$ cat src/aro_consts.vh
// Register map, field positions, reset values and timing constants of the aux input / relay select block
`ifndef ARO_CONSTS_VH
`define ARO_CONSTS_VH

// Register byte offsets
`define ARO_ADDR_RELAY_SEL 8'h00
`define ARO_ADDR_AUX_SEL 8'h04
`define ARO_ADDR_CTRL 8'h08
`define ARO_ADDR_MIN_FREQ 8'h0c
`define ARO_ADDR_STATUS 8'h10
`define ARO_ADDR_INT_STATUS 8'h14
`define ARO_ADDR_INT_MASK 8'h18
`define ARO_ADDR_OP_STATE 8'h1c

// Relay selector fields (3 bits each) in RELAY_SEL
`define ARO_RLY1_LSB 0
`define ARO_RLY2_LSB 4
`define ARO_RLY3_LSB 8
`define ARO_RLY4_LSB 12
// Aux selector fields (3 bits each) in AUX_SEL
`define ARO_AUX_INPUT_ONE_LSB 0
`define ARO_AUX_INPUT_TWO_LSB 4
// CTRL bits
`define ARO_CTRL_LOCKOUT 0
`define ARO_CTRL_LEADLAG 1
`define ARO_CTRL_SYSCFG 2

// Reset values
`define ARO_RELAY_SEL_RST 16'h0000
`define ARO_AUX_SEL_RST 8'h00
`define ARO_CTRL_RST 3'h0
`define ARO_MIN_FREQ_RST 16'h0000
`define ARO_INT_MASK_RST 5'h00
`define ARO_OP_STATE_RST 2'h0

// Relay selector codes
`define ARO_RSEL_SYS_FAULT 3'h0
`define ARO_RSEL_PUMP_FAULT 3'h4
`define ARO_RSEL_MIN_FREQ 3'h5
`define ARO_RSEL_JOCKEY 3'h6

// Aux selector codes
`define ARO_ASEL_RUN_STOP 3'h0
`define ARO_ASEL_ALWAYS_RUN 3'h1
`define ARO_ASEL_LATCH_OPEN 3'h2
`define ARO_ASEL_DISABLED 3'h3
`define ARO_ASEL_LATCH_CLOSE 3'h4
`define ARO_ASEL_FAULT_RESET 3'h5

// Operating states
`define ARO_OP_OFF 2'h0
`define ARO_OP_AUTO 2'h1
`define ARO_OP_MANUAL 2'h2

// Interrupt status bits
`define ARO_INT_AUX_INPUT_ONE_LATCH 0
`define ARO_INT_AUX_INPUT_TWO_LATCH 1
`define ARO_INT_FAULT_RESET 2
`define ARO_INT_MANUAL_REJ 3
`define ARO_INT_DRIVE_FAULT 4

// Timing
`define ARO_CLK_MHZ 20
`define ARO_DEBOUNCE_US 1000
`define ARO_DEBOUNCE_CYCLES (`ARO_DEBOUNCE_US * `ARO_CLK_MHZ)

`endif

$ cat src/aro_io_select.v
// Aux contact input functions, relay output selection, manual lockout and register port
//
// The implementer's own choices: strobed register access and the register offsets.
`timescale 1ns/1ns
`default_nettype none
`include "aro_consts.vh"
// How it works
// Relay selector 0: relay follows drive fault, changing state when the drive faults.
// Selector 4: relay follows pump faults only; codes 1 to 3 leave relay idle.
// Selector 5: relay on while motor frequency strictly exceeds minimum frequency.
// Lead/lag enabled: all four relays follow pump control, selectors ignored.
// Relay two drives both normally-open and normally-closed contacts.
// Relay three has open contact only, same selector codes as relay two.
// Relay four has open contact only, same selector codes as relay two.
// Manual lockout rejects keypad manual mode; only auto and off allowed.
// Aux selector 0: contact closed runs, open stops.
// Aux selector 1: permanent run request whatever the contact.
// Aux selector 2: contact opening stops motor and latches a displayed fault.
// Aux selector 4: contact closing stops motor and latches a displayed fault.
// Latched aux fault clears only on an enter key press.
// Aux one selector 3 disables the input function.
// Aux selector 5: input turning on clears the active drive fault.
// Fault reset is edge triggered; an input already on must cycle off then on.
// System configuration override forces both aux inputs to run/stop use.
// Aux contacts are synchronised and debounced before use.
module aro_io_select #(
  parameter DEBOUNCE_CYCLES = `ARO_DEBOUNCE_CYCLES,
  parameter CNT_W = 16,
  parameter FREQ_W = 16
) (
  // Clock and reset
  input wire sys_clk_in,
  input wire rst_in,
  // Register port
  input wire [7:0] reg_addr_in,
  input wire [31:0] reg_wdata_in,
  input wire reg_wr_in,
  input wire reg_rd_in,
  output reg [31:0] reg_rdata_out,
  // Drive status and keypad
  input wire drive_fault_in,
  input wire pump_fault_in,
  input wire [FREQ_W-1:0] motor_freq_in,
  input wire enter_key_in,
  input wire keypad_mode_req_in,
  input wire [1:0] keypad_mode_in,
  input wire [3:0] leadlag_relay_in,
  // Dry contacts, high while closed
  input wire aux_input_one_in,
  input wire aux_input_two_in,
  // Relay drives
  output reg relay_one_out,
  output reg relay_two_open_contact_out,
  output reg relay_two_closed_contact_out,
  output reg relay_three_open_contact_out,
  output reg relay_four_open_contact_out,
  // Drive commands and status
  output reg motor_run_out,
  output reg fault_reset_out,
  output reg aux_fault_out,
  output reg [1:0] op_state_out,
  output reg irq_out
);

  // Last count of the debounce window, cut to the counter width on purpose
  localparam integer DB_LAST_I = DEBOUNCE_CYCLES - 1;
  localparam [CNT_W-1:0] DB_LAST = DB_LAST_I[CNT_W-1:0];

  // Relay condition for one selector; jockey mode only where allowed
  function relay_cond;
    input [2:0] sel;
    input allow_jockey;
    input drive_fault;
    input pump_fault;
    input above_min;
    input above_zero;
    begin
      case (sel)
        `ARO_RSEL_SYS_FAULT: relay_cond = drive_fault;
        `ARO_RSEL_PUMP_FAULT: relay_cond = pump_fault;
        `ARO_RSEL_MIN_FREQ: relay_cond = above_min;
        `ARO_RSEL_JOCKEY: relay_cond = allow_jockey & above_zero;
        default: relay_cond = 1'b0;
      endcase
    end
  endfunction

  // Run permission of one aux input for its selector
  function aux_run;
    input [2:0] sel;
    input level;
    input latched;
    begin
      case (sel)
        `ARO_ASEL_RUN_STOP: aux_run = level;
        `ARO_ASEL_ALWAYS_RUN: aux_run = 1'b1;
        `ARO_ASEL_LATCH_OPEN: aux_run = ~latched;
        `ARO_ASEL_LATCH_CLOSE: aux_run = ~latched;
        default: aux_run = 1'b1;
      endcase
    end
  endfunction

  // Configuration registers
  reg [15:0] relay_sel_q;
  reg [7:0] aux_sel_q;
  reg [2:0] ctrl_q;
  reg [FREQ_W-1:0] min_freq_q;
  reg [4:0] int_mask_q;
  reg [4:0] int_status_q;
  reg [4:0] int_status_d;

  // Input conditioning state
  reg [1:0] sync1_q;
  reg [1:0] sync2_q;
  reg [1:0] stable_q;
  reg [1:0] stable_prev_q;
  reg [CNT_W-1:0] db_cnt_q [0:1];
  reg drive_fault_q;
  reg [FREQ_W-1:0] freq_q;

  // Function state
  reg [1:0] latch_q;
  reg [1:0] latch_d;
  reg [2:0] aux_input_one_sel;
  reg [2:0] aux_input_two_sel;
  reg [1:0] op_state_d;
  reg manual_rej;
  reg reset_edge;
  reg run_d;
  reg [4:0] events;
  reg above_min;
  reg above_zero;
  reg [3:0] relay_d;
  integer i;

  // Write decode, shared by all register writes
  wire wr_relay = reg_wr_in && (reg_addr_in == `ARO_ADDR_RELAY_SEL);
  wire wr_aux = reg_wr_in && (reg_addr_in == `ARO_ADDR_AUX_SEL);
  wire wr_ctrl = reg_wr_in && (reg_addr_in == `ARO_ADDR_CTRL);
  wire wr_minf = reg_wr_in && (reg_addr_in == `ARO_ADDR_MIN_FREQ);
  wire wr_int = reg_wr_in && (reg_addr_in == `ARO_ADDR_INT_STATUS);
  wire wr_mask = reg_wr_in && (reg_addr_in == `ARO_ADDR_INT_MASK);
  wire wr_op = reg_wr_in && (reg_addr_in == `ARO_ADDR_OP_STATE);

  // Configuration registers, written by software
  always @(posedge sys_clk_in or posedge rst_in) begin
    if (rst_in) begin
      relay_sel_q <= `ARO_RELAY_SEL_RST;
      aux_sel_q <= `ARO_AUX_SEL_RST;
      ctrl_q <= `ARO_CTRL_RST;
      min_freq_q <= `ARO_MIN_FREQ_RST;
      int_mask_q <= `ARO_INT_MASK_RST;
    end else begin
      if (wr_relay) begin
        relay_sel_q <= reg_wdata_in[15:0];
      end
      if (wr_aux) begin
        aux_sel_q <= reg_wdata_in[7:0];
      end
      if (wr_ctrl) begin
        ctrl_q <= reg_wdata_in[2:0];
      end
      if (wr_minf) begin
        min_freq_q <= reg_wdata_in[FREQ_W-1:0];
      end
      if (wr_mask) begin
        int_mask_q <= reg_wdata_in[4:0];
      end
    end
  end

  // Two-flop synchronisers; the first flop feeds only the second
  always @(posedge sys_clk_in or posedge rst_in) begin
    if (rst_in) begin
      sync1_q <= 2'h0;
      sync2_q <= 2'h0;
    end else begin
      sync1_q <= {aux_input_two_in, aux_input_one_in};
      sync2_q <= sync1_q;
    end
  end

  // Debounce: a level must hold for the whole window before it is taken,
  // which delays every aux function by that time but rejects contact bounce
  always @(posedge sys_clk_in or posedge rst_in) begin
    if (rst_in) begin
      stable_q <= 2'h0;
      stable_prev_q <= 2'h0;
      for (i = 0; i < 2; i = i + 1) begin
        db_cnt_q[i] <= {CNT_W{1'b0}};
      end
    end else begin
      stable_prev_q <= stable_q;
      for (i = 0; i < 2; i = i + 1) begin
        if (sync2_q[i] == stable_q[i]) begin
          db_cnt_q[i] <= {CNT_W{1'b0}};
        end else if (db_cnt_q[i] == DB_LAST) begin
          stable_q[i] <= sync2_q[i];
          db_cnt_q[i] <= {CNT_W{1'b0}};
        end else begin
          db_cnt_q[i] <= db_cnt_q[i] + 1'b1;
        end
      end
    end
  end

  // Drive fault and motor frequency are taken from same-clock logic, registered once for timing
  always @(posedge sys_clk_in or posedge rst_in) begin
    if (rst_in) begin
      drive_fault_q <= 1'b0;
      freq_q <= {FREQ_W{1'b0}};
    end else begin
      drive_fault_q <= drive_fault_in;
      freq_q <= motor_freq_in;
    end
  end

  // Effective aux selectors, latches and fault reset
  always @* begin
    aux_input_one_sel = aux_sel_q[`ARO_AUX_INPUT_ONE_LSB +: 3];
    aux_input_two_sel = aux_sel_q[`ARO_AUX_INPUT_TWO_LSB +: 3];
    if (ctrl_q[`ARO_CTRL_SYSCFG]) begin
      aux_input_one_sel = `ARO_ASEL_RUN_STOP;
      aux_input_two_sel = `ARO_ASEL_RUN_STOP;
    end
    latch_d = latch_q;
    if (enter_key_in) begin
      latch_d = 2'h0;
    end
    // Set wins over the enter key so a still-active contact keeps the fault
    if ((aux_input_one_sel == `ARO_ASEL_LATCH_OPEN) && !stable_q[0]) begin
      latch_d[0] = 1'b1;
    end
    if ((aux_input_one_sel == `ARO_ASEL_LATCH_CLOSE) && stable_q[0]) begin
      latch_d[0] = 1'b1;
    end
    if ((aux_input_two_sel == `ARO_ASEL_LATCH_OPEN) && !stable_q[1]) begin
      latch_d[1] = 1'b1;
    end
    if ((aux_input_two_sel == `ARO_ASEL_LATCH_CLOSE) && stable_q[1]) begin
      latch_d[1] = 1'b1;
    end
    // Only a rising edge resets, so an input held on through a fault does nothing
    reset_edge = drive_fault_q && (
      ((aux_input_one_sel == `ARO_ASEL_FAULT_RESET) && stable_q[0] && !stable_prev_q[0]) ||
      ((aux_input_two_sel == `ARO_ASEL_FAULT_RESET) && stable_q[1] && !stable_prev_q[1])); // see
  end

  // Operating state with manual lockout
  always @* begin
    op_state_d = op_state_out;
    manual_rej = 1'b0;
    if (keypad_mode_req_in || wr_op) begin
      if (keypad_mode_req_in) begin
        op_state_d = keypad_mode_in;
      end else begin
        op_state_d = reg_wdata_in[1:0];
      end
      if (op_state_d == `ARO_OP_MANUAL && ctrl_q[`ARO_CTRL_LOCKOUT]) begin
        op_state_d = op_state_out;
        manual_rej = 1'b1;
      end else if (op_state_d != `ARO_OP_AUTO && op_state_d != `ARO_OP_MANUAL) begin
        op_state_d = `ARO_OP_OFF;
      end
    end
    // Turning the lockout on while in manual falls back to off
    if (ctrl_q[`ARO_CTRL_LOCKOUT] && op_state_d == `ARO_OP_MANUAL) begin
      op_state_d = `ARO_OP_OFF;
    end
  end

  // Run command; a latched aux fault stops the motor in every state
  always @* begin
    case (op_state_out)
      `ARO_OP_AUTO: run_d = aux_run(aux_input_one_sel, stable_q[0], latch_d[0]) & aux_run(aux_input_two_sel, stable_q[1], latch_d[1]);
      `ARO_OP_MANUAL: run_d = ~(|latch_d);
      default: run_d = 1'b0;
    endcase
    run_d = run_d & ~(|latch_d); // see
  end

  // Relay conditions
  always @* begin
    above_min = freq_q > min_freq_q;
    above_zero = freq_q != {FREQ_W{1'b0}};
    relay_d[0] = relay_cond(relay_sel_q[`ARO_RLY1_LSB +: 3], 1'b1, drive_fault_q, pump_fault_in,
      above_min, above_zero);
    relay_d[1] = relay_cond(relay_sel_q[`ARO_RLY2_LSB +: 3], 1'b0, drive_fault_q, pump_fault_in,
      above_min, above_zero);
    relay_d[2] = relay_cond(relay_sel_q[`ARO_RLY3_LSB +: 3], 1'b0, drive_fault_q, pump_fault_in,
      above_min, above_zero);
    relay_d[3] = relay_cond(relay_sel_q[`ARO_RLY4_LSB +: 3], 1'b0, drive_fault_q, pump_fault_in,
      above_min, above_zero);
    if (ctrl_q[`ARO_CTRL_LEADLAG]) begin
      relay_d = leadlag_relay_in;
    end
  end

  // Interrupt events and sticky status; a new event beats a write-one clear
  always @* begin
    events = 5'h00;
    events[`ARO_INT_AUX_INPUT_ONE_LATCH] = latch_d[0] & ~latch_q[0];
    events[`ARO_INT_AUX_INPUT_TWO_LATCH] = latch_d[1] & ~latch_q[1];
    events[`ARO_INT_FAULT_RESET] = reset_edge;
    events[`ARO_INT_MANUAL_REJ] = manual_rej;
    events[`ARO_INT_DRIVE_FAULT] = drive_fault_in & ~drive_fault_q;
    int_status_d = int_status_q;
    if (wr_int) begin
      int_status_d = int_status_q & ~reg_wdata_in[4:0];
    end
    int_status_d = int_status_d | events;
  end

  // Function state and registered outputs
  always @(posedge sys_clk_in or posedge rst_in) begin
    if (rst_in) begin
      latch_q <= 2'h0;
      int_status_q <= 5'h00;
      irq_out <= 1'b0;
      motor_run_out <= 1'b0;
      fault_reset_out <= 1'b0;
      aux_fault_out <= 1'b0;
      op_state_out <= `ARO_OP_STATE_RST;
      relay_one_out <= 1'b0;
      relay_two_open_contact_out <= 1'b0;
      relay_two_closed_contact_out <= 1'b1;
      relay_three_open_contact_out <= 1'b0;
      relay_four_open_contact_out <= 1'b0;
    end else begin
      latch_q <= latch_d;
      int_status_q <= int_status_d;
      irq_out <= |(int_status_d & int_mask_q);
      motor_run_out <= run_d;
      fault_reset_out <= reset_edge;
      aux_fault_out <= |latch_d; // see
      op_state_out <= op_state_d;
      relay_one_out <= relay_d[0];
      relay_two_open_contact_out <= relay_d[1];
      relay_two_closed_contact_out <= ~relay_d[1];
      relay_three_open_contact_out <= relay_d[2];
      relay_four_open_contact_out <= relay_d[3];
    end
  end

  // Read data stands only in the cycle after the read strobe; unmapped reads zero
  always @(posedge sys_clk_in or posedge rst_in) begin
    if (rst_in) begin
      reg_rdata_out <= 32'h0000_0000;
    end else if (reg_rd_in) begin
      case (reg_addr_in)
        `ARO_ADDR_RELAY_SEL: reg_rdata_out <= {16'h0000, relay_sel_q};
        `ARO_ADDR_AUX_SEL: reg_rdata_out <= {24'h00_0000, aux_sel_q};
        `ARO_ADDR_CTRL: reg_rdata_out <= {29'h0000_0000, ctrl_q};
        `ARO_ADDR_MIN_FREQ: reg_rdata_out <= {{(32-FREQ_W){1'b0}}, min_freq_q};
        `ARO_ADDR_STATUS: reg_rdata_out <= {20'h0_0000, stable_q, latch_q, motor_run_out, drive_fault_q,
          relay_four_open_contact_out, relay_three_open_contact_out, relay_two_open_contact_out, relay_one_out,
          op_state_out};
        `ARO_ADDR_INT_STATUS: reg_rdata_out <= {27'h000_0000, int_status_q};
        `ARO_ADDR_INT_MASK: reg_rdata_out <= {27'h000_0000, int_mask_q};
        `ARO_ADDR_OP_STATE: reg_rdata_out <= {30'h0000_0000, op_state_out};
        default: reg_rdata_out <= 32'h0000_0000;
      endcase
    end else begin
      reg_rdata_out <= 32'h0000_0000;
    end
  end

endmodule
`default_nettype wire

$ cat config.mk
export PLATFORM = sky130hd
export DESIGN_NAME = aro_io_select
export DESIGN_NICKNAME = d
export VERILOG_FILES = /design/src/aro_io_select.v
export VERILOG_INCLUDE_DIRS = /design/src
export SDC_FILE = /design/constraint.sdc
export NUM_CORES = 1
export LEC_CHECK = 0
export ABC_CLOCK_PERIOD_IN_PS = 7100
export BUFFER_PORTS_ARGS = -buffer_cell sky130_fd_sc_hd__buf_2
export CAP_MARGIN = 30
export CORE_MARGIN = 4
export CORE_UTILIZATION = 51
export CTS_CLUSTER_SIZE = 40
export DETAILED_ROUTE_END_ITERATION = 12
export MAX_ROUTING_LAYER = met4
export PLACE_DENSITY = 0.8
export SYNTH_ARGS = -nofsm -noshare
export SYNTH_HDL_FRONTEND = slang
export SYNTH_SLANG_ARGS = --single-unit
$ cat constraint.sdc
create_clock -name sys_clk_in -period 7.1 [get_ports sys_clk_in]
set_input_delay 0.355 -clock sys_clk_in [delete_from_list [all_inputs] [get_ports sys_clk_in]]
set_output_delay 0.355 -clock sys_clk_in [all_outputs]
set_load 0.02 [all_outputs]
==> results.tsv, run 1 <==
metric	value	unit
power share of the clock group	47.7	%
first-pass GRT wire length	24.7	mm
setup TNS	0	ns
EDFF count, synth	0	
crit path cell chain	buf_2 -> nor4_1 -> nand3_1 -> nor2_2 -> nand2_2 -> mux2_1	
sequential share of the synthesized area	53.1	%
Peak VDD IR	0.152	mV
max-slew violations	0	
hold_buf cts	0	
DR DRC count	0	
RSZ-0062 raised after global routing	false	
clock root cell	clkbuf_16	
filler cell count	996	
starting density of the core	52.0	%
Worst Setup Start Kind	primary input	
FMAX	421	MHz
initial DRC count	514	
Switching Share	22.9	%
WL final	15.5	mm
cts repair resizes	0	
setup bufs post-CTS	0	
Mapped Area	6560	um2
core area	12600	um2
Min Hold Slack	0.0434	ns
port bufs	82	
drt pass-1 iters	5	
Synth area leader	dfrtp_1	
synthesis-stage register bit count	139	
worst reg2reg setup slack	4.97	ns
Final Hold Vio Count	0	
pin count of the biggest net entering global routing	89	
CP Buf/Inv Count	1	
Worst-path clk slew	0.06	ns
Worst path max stage delay	0.54	ns
Worst Hold Class	in2reg	
P&R area growth vs syn	17.1	%
# setup viols final	0	
Worst path top cell family by delay	simple AND/OR/NAND/NOR gates	
Vias/cell	5.69	
share of the synthesized area in the top cell type	52.7	%
switching power	435	uW
crit path DAT	2.67	ns
Int Pwr	1.47	mW
combinational power share	7.5	%
status	completed	
required time of the critical path	7.40	ns
area of the die	14700	um2
cells after synthesis	597	
Avg Cell Area, Syn	11.0	um2
clk sinks	139	
initial antenna violation count	2	
Area after DPL	7070	um2
ranking of synthesized cells by area	dfrtp_1 (53%), mux2_2 (7.4%), nor2_1 (4.2%), ha_1 (3.8%), xnor2_1 (2.4%)	
DRT antenna net count	0	
DP HPWL	10.9	mm
max capacitance violation total	0	
PwrDens	248	nW/um2
routed len/inst	17.8	um
Crit. End Element	register	
CP max FO	16	
vias in the first global route	4943	
CTS H-tree depth	4	
final period utilization	33.5	%
DP Worst Slack	4.37	ns
Pwr Total	1.90	mW
chip height	121	um
layout net count	775	
Leak Pwr	3.61	nW
final setup margin	4.72	ns
final instance area	7680	um2
Synth Flop Type	dfrtp_1	
Clock Path Buffers	2	
Row Count	41	
share of synthesized registers carrying an async set or reset	100	%
minimum clock period	2.38	ns
Synth cell types	63	
Flop pwr share	44.8	%
Max-slew headroom	46.0	%
Tot GR Track Use	22.3	%
Worst Max-Slew Pin Slew	0.807	ns
worst skew pair latency	0.41	ns
IO Pins	115	
Slowest cell on crit path	nor2_2	
gpl congestion	0.950	
vias	4951	
CTS buffer count	17	
Synth Warn #	0	
Die Wd	121	um
CTS tree	done	
skew final	0.00602	ns
layout cell share with drive strength beyond 1	24.4	%
gr ovfl total	0	
Worst Setup Path Type	in2reg	
[cells by family (layout without fill, tap and decap cells)]
kind of cell,count (synthesis),after routing,share of synthesized area (%)
xor gates and xnor gates,31,31,4.14
AOI/OAI and AO/OA,85,85,9.35
adders and majority gates,20,20,3.82
buffers and inverters,71,155,5.09
other,1,18,0.0572
DFF,139,139,53.1
and+or+nand+nor,194,194,15.1
muxes,56,56,9.39
[worst paths after layout]
kind	start	endpoint	cells after the start
worst max-delay path	reg_addr_in[5]	min_freq_q[15]$_DFFE_PP0P_	6
worst min-delay path	motor_freq_in[13]	freq_q[13]$_DFF_PP0_	1
worst max register to register	min_freq_q[13]$_DFFE_PP0P_	relay_four_open_contact_out$_DFF_PP0_	7
worst min register to register	sync1_q[1]$_DFF_PP0_	sync2_q[1]$_DFF_PP0_	0
max in group asynchronous	rst_in	reg_rdata_out[10]$_DFF_PP0_	3
min in group asynchronous	rst_in	db_cnt_q[13]$_DFF_PP0_	2
[metal layers]
| metal | up-vias | part of all wire, % | global-route usage (%) |
|---|---|---|---|
| li1 | 2267 | - | - |
| met1 | 2411 | 42 | 29.8 |
| met2 | 235 | 47 | 33.5 |
| met3 | 38 | 8.2 | 5.08 |
| met4 | 0 | 2.7 | 8.19 |
| met5 | - | 0 | - |
[area by class of cell]
class | count | area [um2] | area share [%]
Sequential cell | 139 | 3480 | 45.3
Multi-Input combinational cell | 402 | 2800 | 36.5
Clock buffer | 25 | 495 | 6.45
Timing Repair Buffer | 83 | 418 | 5.44
Tap cell | 172 | 215 | 2.80
Inverter | 40 | 155 | 2.02
Clock inverter | 7 | 113 | 1.47
Antenna cell | 2 | 5.00 | 0.0651
[per-stage QoR]
step / std cells / utilization (%)
final: 870 / 60.9
after global routing: 870 / 60.9
after CTS: 868 / 60.8
after detailed placement: 836 / 56.0
after global placement: 836 / 56.0
after floorplan: 612 / -
[synthesized netlist by cell type, types with 10 or more instances]
master and count:
dfrtp_1 138, nor2_1 74, mux2_2 43, inv_1 40
nand2_1 28, a21oi_1 22, ha_1 20, xnor2_1 18
nand4_1 17, buf_4 16, nand3_1 13, nor4_1 13
xor2_1 13, mux2i_1 12, a22oi_1 11, o21ai_0 11
nor3_1 10
[layout by cell type, fill, tap and decap left out, drive strengths merged, types with 10 or more instances in the layout]
master,synthesis,final
buf,22,83
conb,1,16
nand3,13,13
o21ai,11,11
nand2,30,30
nor4,13,13
xor2,13,13
clkbuf,9,25
ha,20,20
a21oi,22,22
xnor2,18,18
a22oi,11,11
mux2i,12,12
dfrtp,138,138
nand4,17,17
mux2,44,44
inv,40,40
nor3,10,10
nor2,76,76
[flip-flops by register name (all words and copies together), names as in the netlist, 2 cells and up]
name           flops
relay_sel_q       16
freq_q            16
reg_rdata_out     16
sync2_q            2
min_freq_q        16
aux_sel_q          8
db_cnt_q          32
stable_q           2
ctrl_q             3
stable_prev_q      2
sync1_q            2
latch_q            2
int_status_q       5
op_state_out       2
int_mask_q         5
[power by group through the flow]
stage | Sequential, mW | Combinational (mW) | Clock, mW
after global routing | 0.855 | 0.159 | 0.950
after global placement | 0.863 | 0.134 | 0
final | 0.852 | 0.142 | 0.907
after detailed placement | 0.865 | 0.141 | 0
after CTS | 0.851 | 0.143 | 0.915
after floorplan | 0.863 | 0.0927 | 0
[worst reg2reg max path: cells and delay by family, from the launching register on]
| kind | cells | cell delay (ns) |
|---|---|---|
| and+or+nand+nor | 1 | 0.55 |
| buffers and inverters | 1 | 0.06 |
| DFF | 1 | 0.40 |
| adders and majority gates | 1 | 0.30 |
| AOI/OAI and AO/OA | 4 | 0.66 |
(Power assumes the default switching activity.)
==> run 2, diff against run 1 <==
ABC_CLOCK_PERIOD_IN_PS = 1900   (was 7100)
PLACE_DENSITY = 0.83   (was 0.8)
clock period = 1.9 ns   (was 7.1 ns; I/O delays follow)
==> run 2 against run 1 <==
Net effect: critical path depth is 1 higher; utilization is 4.9 points higher; count of clock-buffer cells in the layout stayed put; sequential share of layout area is 3.4 points lower; via count is 9.4% higher; worst hold slack worse by 0.0069 ns; the run now ends with setup timing left; final cell count is 6.9% higher; die area stayed put; worst setup slack worse by 4.8 ns; critical path type is now reg2reg; sequential cell count stayed put; combinational power grew to 4.7 times the previous value; cell area is 8.1% higher.
==> results.tsv, run 2 (synthesis gave the netlist of run 1 again) <==
metric	value	unit	change
status	finished, violations left		
failing checks	setup timing		
Switching Share	24.4	%	+1.5 points
setup TNS	-0.0343	ns	-0.0343 ns
max-slew violations	0		unchanged
filler cell count	888		-11%
switching power	1.71	mW	+290%
DR DRC count	0		unchanged
layout cell share with drive strength beyond 1	27.2	%	+2.7 points
total placed cells including tap cells	859		+2.8%
core area	12600	um2	unchanged
initial antenna violation count	3		+1
Tot GR Track Use	25.2	%	+3.0 points
P&R area growth vs syn	26.6	%	
Crit. End Element	register		
commonest non-fill, non-tap cell in the layout	dfrtp_1		
CTS buffer count	17		unchanged
chip height	121	um	unchanged
layout net count	835		+7.7%
Row Count	41		unchanged
crit path DAT	2.21	ns	-0.46 ns
gr ovfl total	0		unchanged
vias in the first global route	5484		+11%
starting density of the core	52.0	%	unchanged
# setup viols final	1		+1
CP max FO	3		-13
final setup margin	-0.0343	ns	-4.76 ns
Worst-path clk slew	0.06	ns	about the same
CTS H-tree depth	4		unchanged
max reg flops	32		unchanged
Min Hold Slack	0.0365	ns	-0.00688 ns
Leak Pwr	3.88	nW	+7.4%
Worst Setup Path Type	reg2reg		
Worst Setup Start Kind	register		
Final Hold Vio Count	0		unchanged
RSZ-0062 raised after global routing	true		
routed len/inst	19.2	um	+8.0%
CTS tree	done		
first-pass GRT wire length	27.7	mm	+12%
commonest cells after routing, fill and taps aside	dfrtp_1 (137), buf_2 (82), nor2_1 (74)		
pin count of the biggest net entering global routing	53		-40%
clock root cell	clkbuf_16		
max capacitance violation total	0		unchanged
port bufs	82		unchanged
FMAX	517	MHz	
skew final	0.0119	ns	+0.00583 ns
area taken by multi-input logic gates	2890	um2	+3.3%
DRT antenna net count	0		unchanged
Worst Max-Slew Pin Slew	0.515	ns	-0.292 ns
area of the die	14700	um2	unchanged
clk sinks	139		unchanged
drt pass-1 iters	9		+4
Worst Hold Class	in2reg		
vias	5415		+9.4%
Max-slew headroom	65.6	%	+20 points
Biggest register	db_cnt_q		
Reg area	3480	um2	about the same
WL final	17.8	mm	+15%
required time of the critical path	2.18	ns	-5.22 ns
PwrDens	843	nW/um2	+240%
gpl congestion	0.952		+0.23%
Int Pwr	5.29	mW	+260%
initial DRC count	624		+21%
Clock Path Buffers	2		unchanged
IO Pins	115		unchanged
combinational power share	9.5	%	+2.0 points
final period utilization	102	%	
minimum clock period	1.93	ns	
Flop pwr share	45.6	%	+0.8 points
Die Wd	121	um	unchanged
DP HPWL	11.7	mm	+7.3%
Peak VDD IR	0.599	mV	+290%
non-filler instance count after layout	930		+6.9%
Vias/cell	5.82		+2.3%
power share of the clock group	44.9	%	-2.8 points
worst skew pair latency	0.43	ns	+0.02 ns
==> run 2: cell types whose count changed in the layout (fill, tap and decap cells not counted), moves of 3 or more <==
cell           previous run  this run
buf_12                    0         3
ha_4                      0         3
clkinvlp_4                1         4
dlygate4sd3_1             0        36
buf_4                     1        22
ha_1                     20        17
==> run 2: worst max-delay path, cell delays in order (launching register included) <==
cell	delay [ns]
dfrtp_1	0.36
inv_1	0.05
ha_1	0.30
nor2b_1	0.16
o211ai_1	0.21
a21boi_2	0.10
nor3_2	0.42
o21ai_0	0.18
==> run 2: timing repair <==
action	4_1_cts	5_1_grt
pin swaps	0	4
setup endpoints to repair	2	34
endpoints found under the hold margin	69	0
buffers inserted	0	2
hold buffers	36	0
resized for setup	3	13
==> run 2: final timing paths <==
check,slack [ns],depth (start not counted),startpoint,end
max,-0.03,7,min_freq_q[1]$_DFFE_PP0P_,relay_four_open_contact_out$_DFF_PP0_
max in group asynchronous,1.00,4,rst_in,freq_q[12]$_DFF_PP0_
max reg2reg,-0.03,7,min_freq_q[1]$_DFFE_PP0P_,relay_four_open_contact_out$_DFF_PP0_
min in group asynchronous,0.27,3,rst_in,db_cnt_q[29]$_DFF_PP0_
min,0.04,4,keypad_mode_in[0],op_state_out[0]$_DFF_PP0_
min reg2reg,0.37,0,sync1_q[0]$_DFF_PP0_,sync2_q[0]$_DFF_PP0_
==> run 2: stage by stage <==
step                      worst slack, ns  utilization, %  power [mW]  cell area, um2
after floorplan                    0.0707               -        3.57            6620
after global placement             0.0225            57.7        3.76            7280
after detailed placement          -0.0979            57.7        3.80            7280
after CTS                         -0.0150            65.0        6.96            8210
after global routing               -0.109            65.8        7.24            8300
final                             -0.0343            65.8        7.00            8300
==> run 2: cell type report <==
| class | instances | share of cell area (%) |
|---|---|---|
| antenna | 3 | 0.0904 |
| tap | 172 | 2.59 |
| inverter | 40 | 1.85 |
| multi-input combinational | 402 | 34.8 |
| clock buffer | 25 | 5.97 |
| sequential | 139 | 41.9 |
| clock inverter | 6 | 0.753 |
| timing repair buffer | 143 | 12.0 |
==> run 2: power groups by stage <==
stage	registers, mW	clock network, mW	logic, mW
3_5_place_dp	3.23	0	0.563
6_report	3.19	3.15	0.664
2_1_floorplan	3.23	0	0.347
3_3_place_gp	3.22	0	0.535
4_1_cts	3.18	3.15	0.627
5_1_grt	3.20	3.30	0.731
==> run 2: metal layers <==
metal	GRT usage (%)	vias to the layer above	wire [um]
met5	-	-	0
met4	13.6	0	828
met3	5.45	86	1520
met2	40.3	344	8800
met1	30.0	2605	6700
li1	-	2380	-
==> run 3, diff against run 2 <==
ABC_AREA = 1   (was unset)
PLACE_DENSITY = 0.82   (was 0.83)
==> run 3 against run 2 <==
Net effect: the run now ends clean; first-iteration DRC count rose by 12%; total power increased by 7.0%; sequential cell count unchanged; sequential power is essentially flat; non-clock buffer count down 12; combinational power hardly changed; fmax rose by 11%; register-to-register slack gained 0.20 ns; critical path depth grew 2.
==> results.tsv, run 3 <==
metric	value	unit	change
status	completed		
share of synthesized registers carrying an async set or reset	100	%	unchanged
Final Hold Vio Count	0		unchanged
Synth area leader	dfrtp_1		
gpl congestion	0.876		-8.0%
Mapped Area	6850	um2	+4.4%
CP max FO	4		+1
area of the die	15300	um2	+4.1%
Worst R2R Path Depth	9		+2
setup bufs post-CTS	0		unchanged
Pwr Total	7.49	mW	+7.0%
Worst Setup Path Type	reg2reg		
share of the synthesized area in the top cell type	50.4	%	-2.2 points
gr ovfl total	0		unchanged
worst skew pair latency	0.42	ns	about the same
port bufs	82		unchanged
ranking of synthesized cells by area	dfrtp_1 (50%), nand2_1 (9.8%), inv_1 (6.5%), nor2_1 (3.9%), ha_1 (3.7%)		
cells after synthesis	810		+36%
vias	5968		+10%
Peak VDD IR	0.743	mV	+24%
crit path DAT	2.05	ns	-0.16 ns
Tot GR Track Use	25.1	%	-0.17 points
commonest cells after routing, fill and taps aside	nand2_1 (179), dfrtp_1 (138), inv_1 (117)		
most frequent cell after synthesis	nand2_1		
Leak Pwr	4.07	nW	+4.8%
vias in the first global route	5867		+7.0%
setup TNS	0	ns	+0.0343 ns
PwrDens	885	nW/um2	+4.9%
skew final	0.00805	ns	-0.00380 ns
clock root cell	clkbuf_16		
Synth Flop Type	dfrtp_1		
hold path endpoint	op_state_out[0]$_DFF_PP0_		
worst reg2reg setup slack	0.16	ns	+0.20 ns
chip height	124	um	+2.0%
Row Count	42		+2.4%
Slowest cell on crit path	dfrtp_1		
DRT antenna net count	0		unchanged
minimum clock period	1.74	ns	-0.198 ns
Worst path most repeated cell	nand2_1		
final period utilization	91.4	%	-10 points
P&R area growth vs syn	23.6	%	
first-pass GRT wire length	28.6	mm	+3.2%
crit path cell chain	inv_1 -> ha_1 -> nand4_1 -> nor3_2 -> nand3_1 -> nand3_1 -> nand2_1 -> nand2_1 -> nand2_1		
RR Startpoint	min_freq_q[11]$_DFFE_PP0P_		
synth cell count leaders	nand2_1 (179), dfrtp_1 (138), inv_1 (118), nor2_1 (71), nand3_1 (46)		
CTS tree	done		
pin count of the biggest net entering global routing	86		+62%
EDFF count, synth	0		unchanged
Min Hold Slack	0.0404	ns	+0.00391 ns
initial DRC count	700		+12%
Clock Path Buffers	2		unchanged
Max-slew headroom	60.5	%	-5.0 points
Util after Layout	64.2	%	-1.6 points
drt pass-1 iters	6		-3
max-slew violations	0		unchanged
WL final	17.5	mm	-1.8%
commonest non-fill, non-tap cell in the layout	nand2_1		
reg-to-reg endpoint	relay_two_open_contact_out$_DFF_PP0_		
max capacitance violation total	0		unchanged
Avg Cell Area, Syn	8.45	um2	-23%
layout cell share with drive strength beyond 1	16.1	%	-11 points
Worst path max stage delay	0.36	ns	-0.06 ns
clk sinks	139		unchanged
HP Start	keypad_mode_req_in		
Hold Crit Depth	4		unchanged
Die Wd	124	um	+2.0%
sequential share of the synthesized area	50.8	%	-2.2 points
initial antenna violation count	0		-3
# setup viols final	0		-1
DP HPWL	12.1	mm	+2.7%
Synth cell types	42		-33%
Worst-path clk slew	0.06	ns	about the same
antenna cells	0		-3
RSZ-0062 raised after global routing	false		
filler cell count	1060		+19%
required time of the critical path	2.21	ns	+0.03 ns
Worst Hold Class	in2reg		
Crit. End Element	register		
Vias/cell	5.26		-9.7%
IO Pins	115		unchanged
Worst Max-Slew Pin Slew	0.590	ns	+0.0746 ns
CTS H-tree depth	4		unchanged
routed len/inst	15.4	um	-20%
max reg flops	32		unchanged
synthesis-stage register bit count	139		unchanged
core area	13200	um2	+4.5%
DR DRC count	0		unchanged
layout net count	1038		+24%
starting density of the core	51.9	%	-0.057 points
Synth Warn #	0		unchanged
FMAX	576	MHz	+11%
Biggest register	db_cnt_q		
Worst Setup Start Kind	register		
CTS buffer count	17		unchanged
==> run 3: changes by cell type after synthesis, moves of 9 or more <==
cell / change
inv_1: +78
mux2i_1: -12
o21ai_0: +25
mux2_2: -43
nand3_1: +33
o21ai_1: +35
a21oi_1: +12
nand2_1: +151
xnor2_1: -18
a22oi_1: -11
clkbuf_1: -9
==> run 3: final cells by class <==
class,count,area (um2),area share [%]
Clock buffer,20,447,5.28
Sequential cell,139,3480,41.1
Multi-Input combinational cell,536,2750,32.5
Tap cell,176,220,2.60
Clock inverter,12,198,2.34
Inverter,121,460,5.44
Timing Repair Buffer,131,906,10.7
==> run 3: critical path, delay by kind of cell, from the launching register on <==
kind | cells | cell delay [ns]
adders and majority gates | 1 | 0.34
buffers and inverters | 1 | 0.07
DFF | 1 | 0.36
and+or+nand+nor | 7 | 0.87
==> run 3: how the worst max path moves through the flow <==
| stage | from | endpoint | slack, ns | cells after the start |
|---|---|---|---|---|
| after CTS | min_freq_q[10]$_DFFE_PP0P_ | relay_two_open_contact_out$_DFF_PP0_ | 0.07 | 9 |
| after floorplan | rst_in | aux_fault_out$_DFF_PP0_ | 0.07 | 1 |
| after detailed placement | min_freq_q[10]$_DFFE_PP0P_ | relay_two_open_contact_out$_DFF_PP0_ | 0.08 | 9 |
| after global placement | min_freq_q[11]$_DFFE_PP0P_ | relay_two_open_contact_out$_DFF_PP0_ | 0.19 | 9 |
| final | min_freq_q[11]$_DFFE_PP0P_ | relay_two_open_contact_out$_DFF_PP0_ | 0.16 | 9 |
| after global routing | db_cnt_q[0]$_DFF_PP0_ | db_cnt_q[10]$_DFF_PP0_ | 0.02 | 10 |
==> run 3: routing by layer <==
layer / wire [um] / GRT usage, %
met5: 0 / -
met3: 1140 / 5.90
met1: 7080 / 31.1
met4: 350 / 7.47
met2: 8950 / 41.2
==> run 3: logic make-up after synthesis <==
| family | synth area share, % |
|---|---|
| AOI/OAI and AO/OA | 10.1 |
| xor gates and xnor gates | 1.41 |
| adders and majority gates | 3.65 |
| buffers and inverters | 9.99 |
| DFF | 50.8 |
| other | 0.0548 |
| and+or+nand+nor | 24.0 |
==> run 3: where the power goes <==
group / internal (mW) / total (mW) / leakage (nW) / switching (mW)
combinational: 0.252 / 0.665 / 1.94 / 0.413
clock: 2.36 / 3.64 / 0.310 / 1.28
sequential: 3.08 / 3.18 / 1.82 / 0.0954
total: 5.70 / 7.49 / 4.07 / 1.79
==> run 3: repair_timing <==
item	CTS	global route
hold endpoints to repair	189	0
hold buffers	41	0
setup endpoints to repair	0	5
resized for setup	0	4
==> run 3: through the flow <==
step	std cells	instance area, um2	setup slack (ns)
finish	1135	8460	0.164
global route	1135	8460	0.0177
CTS	1135	8450	0.0750
detailed placement	1062	7400	0.0831
global placement	1062	7400	0.186
floorplan	825	6910	0.0707
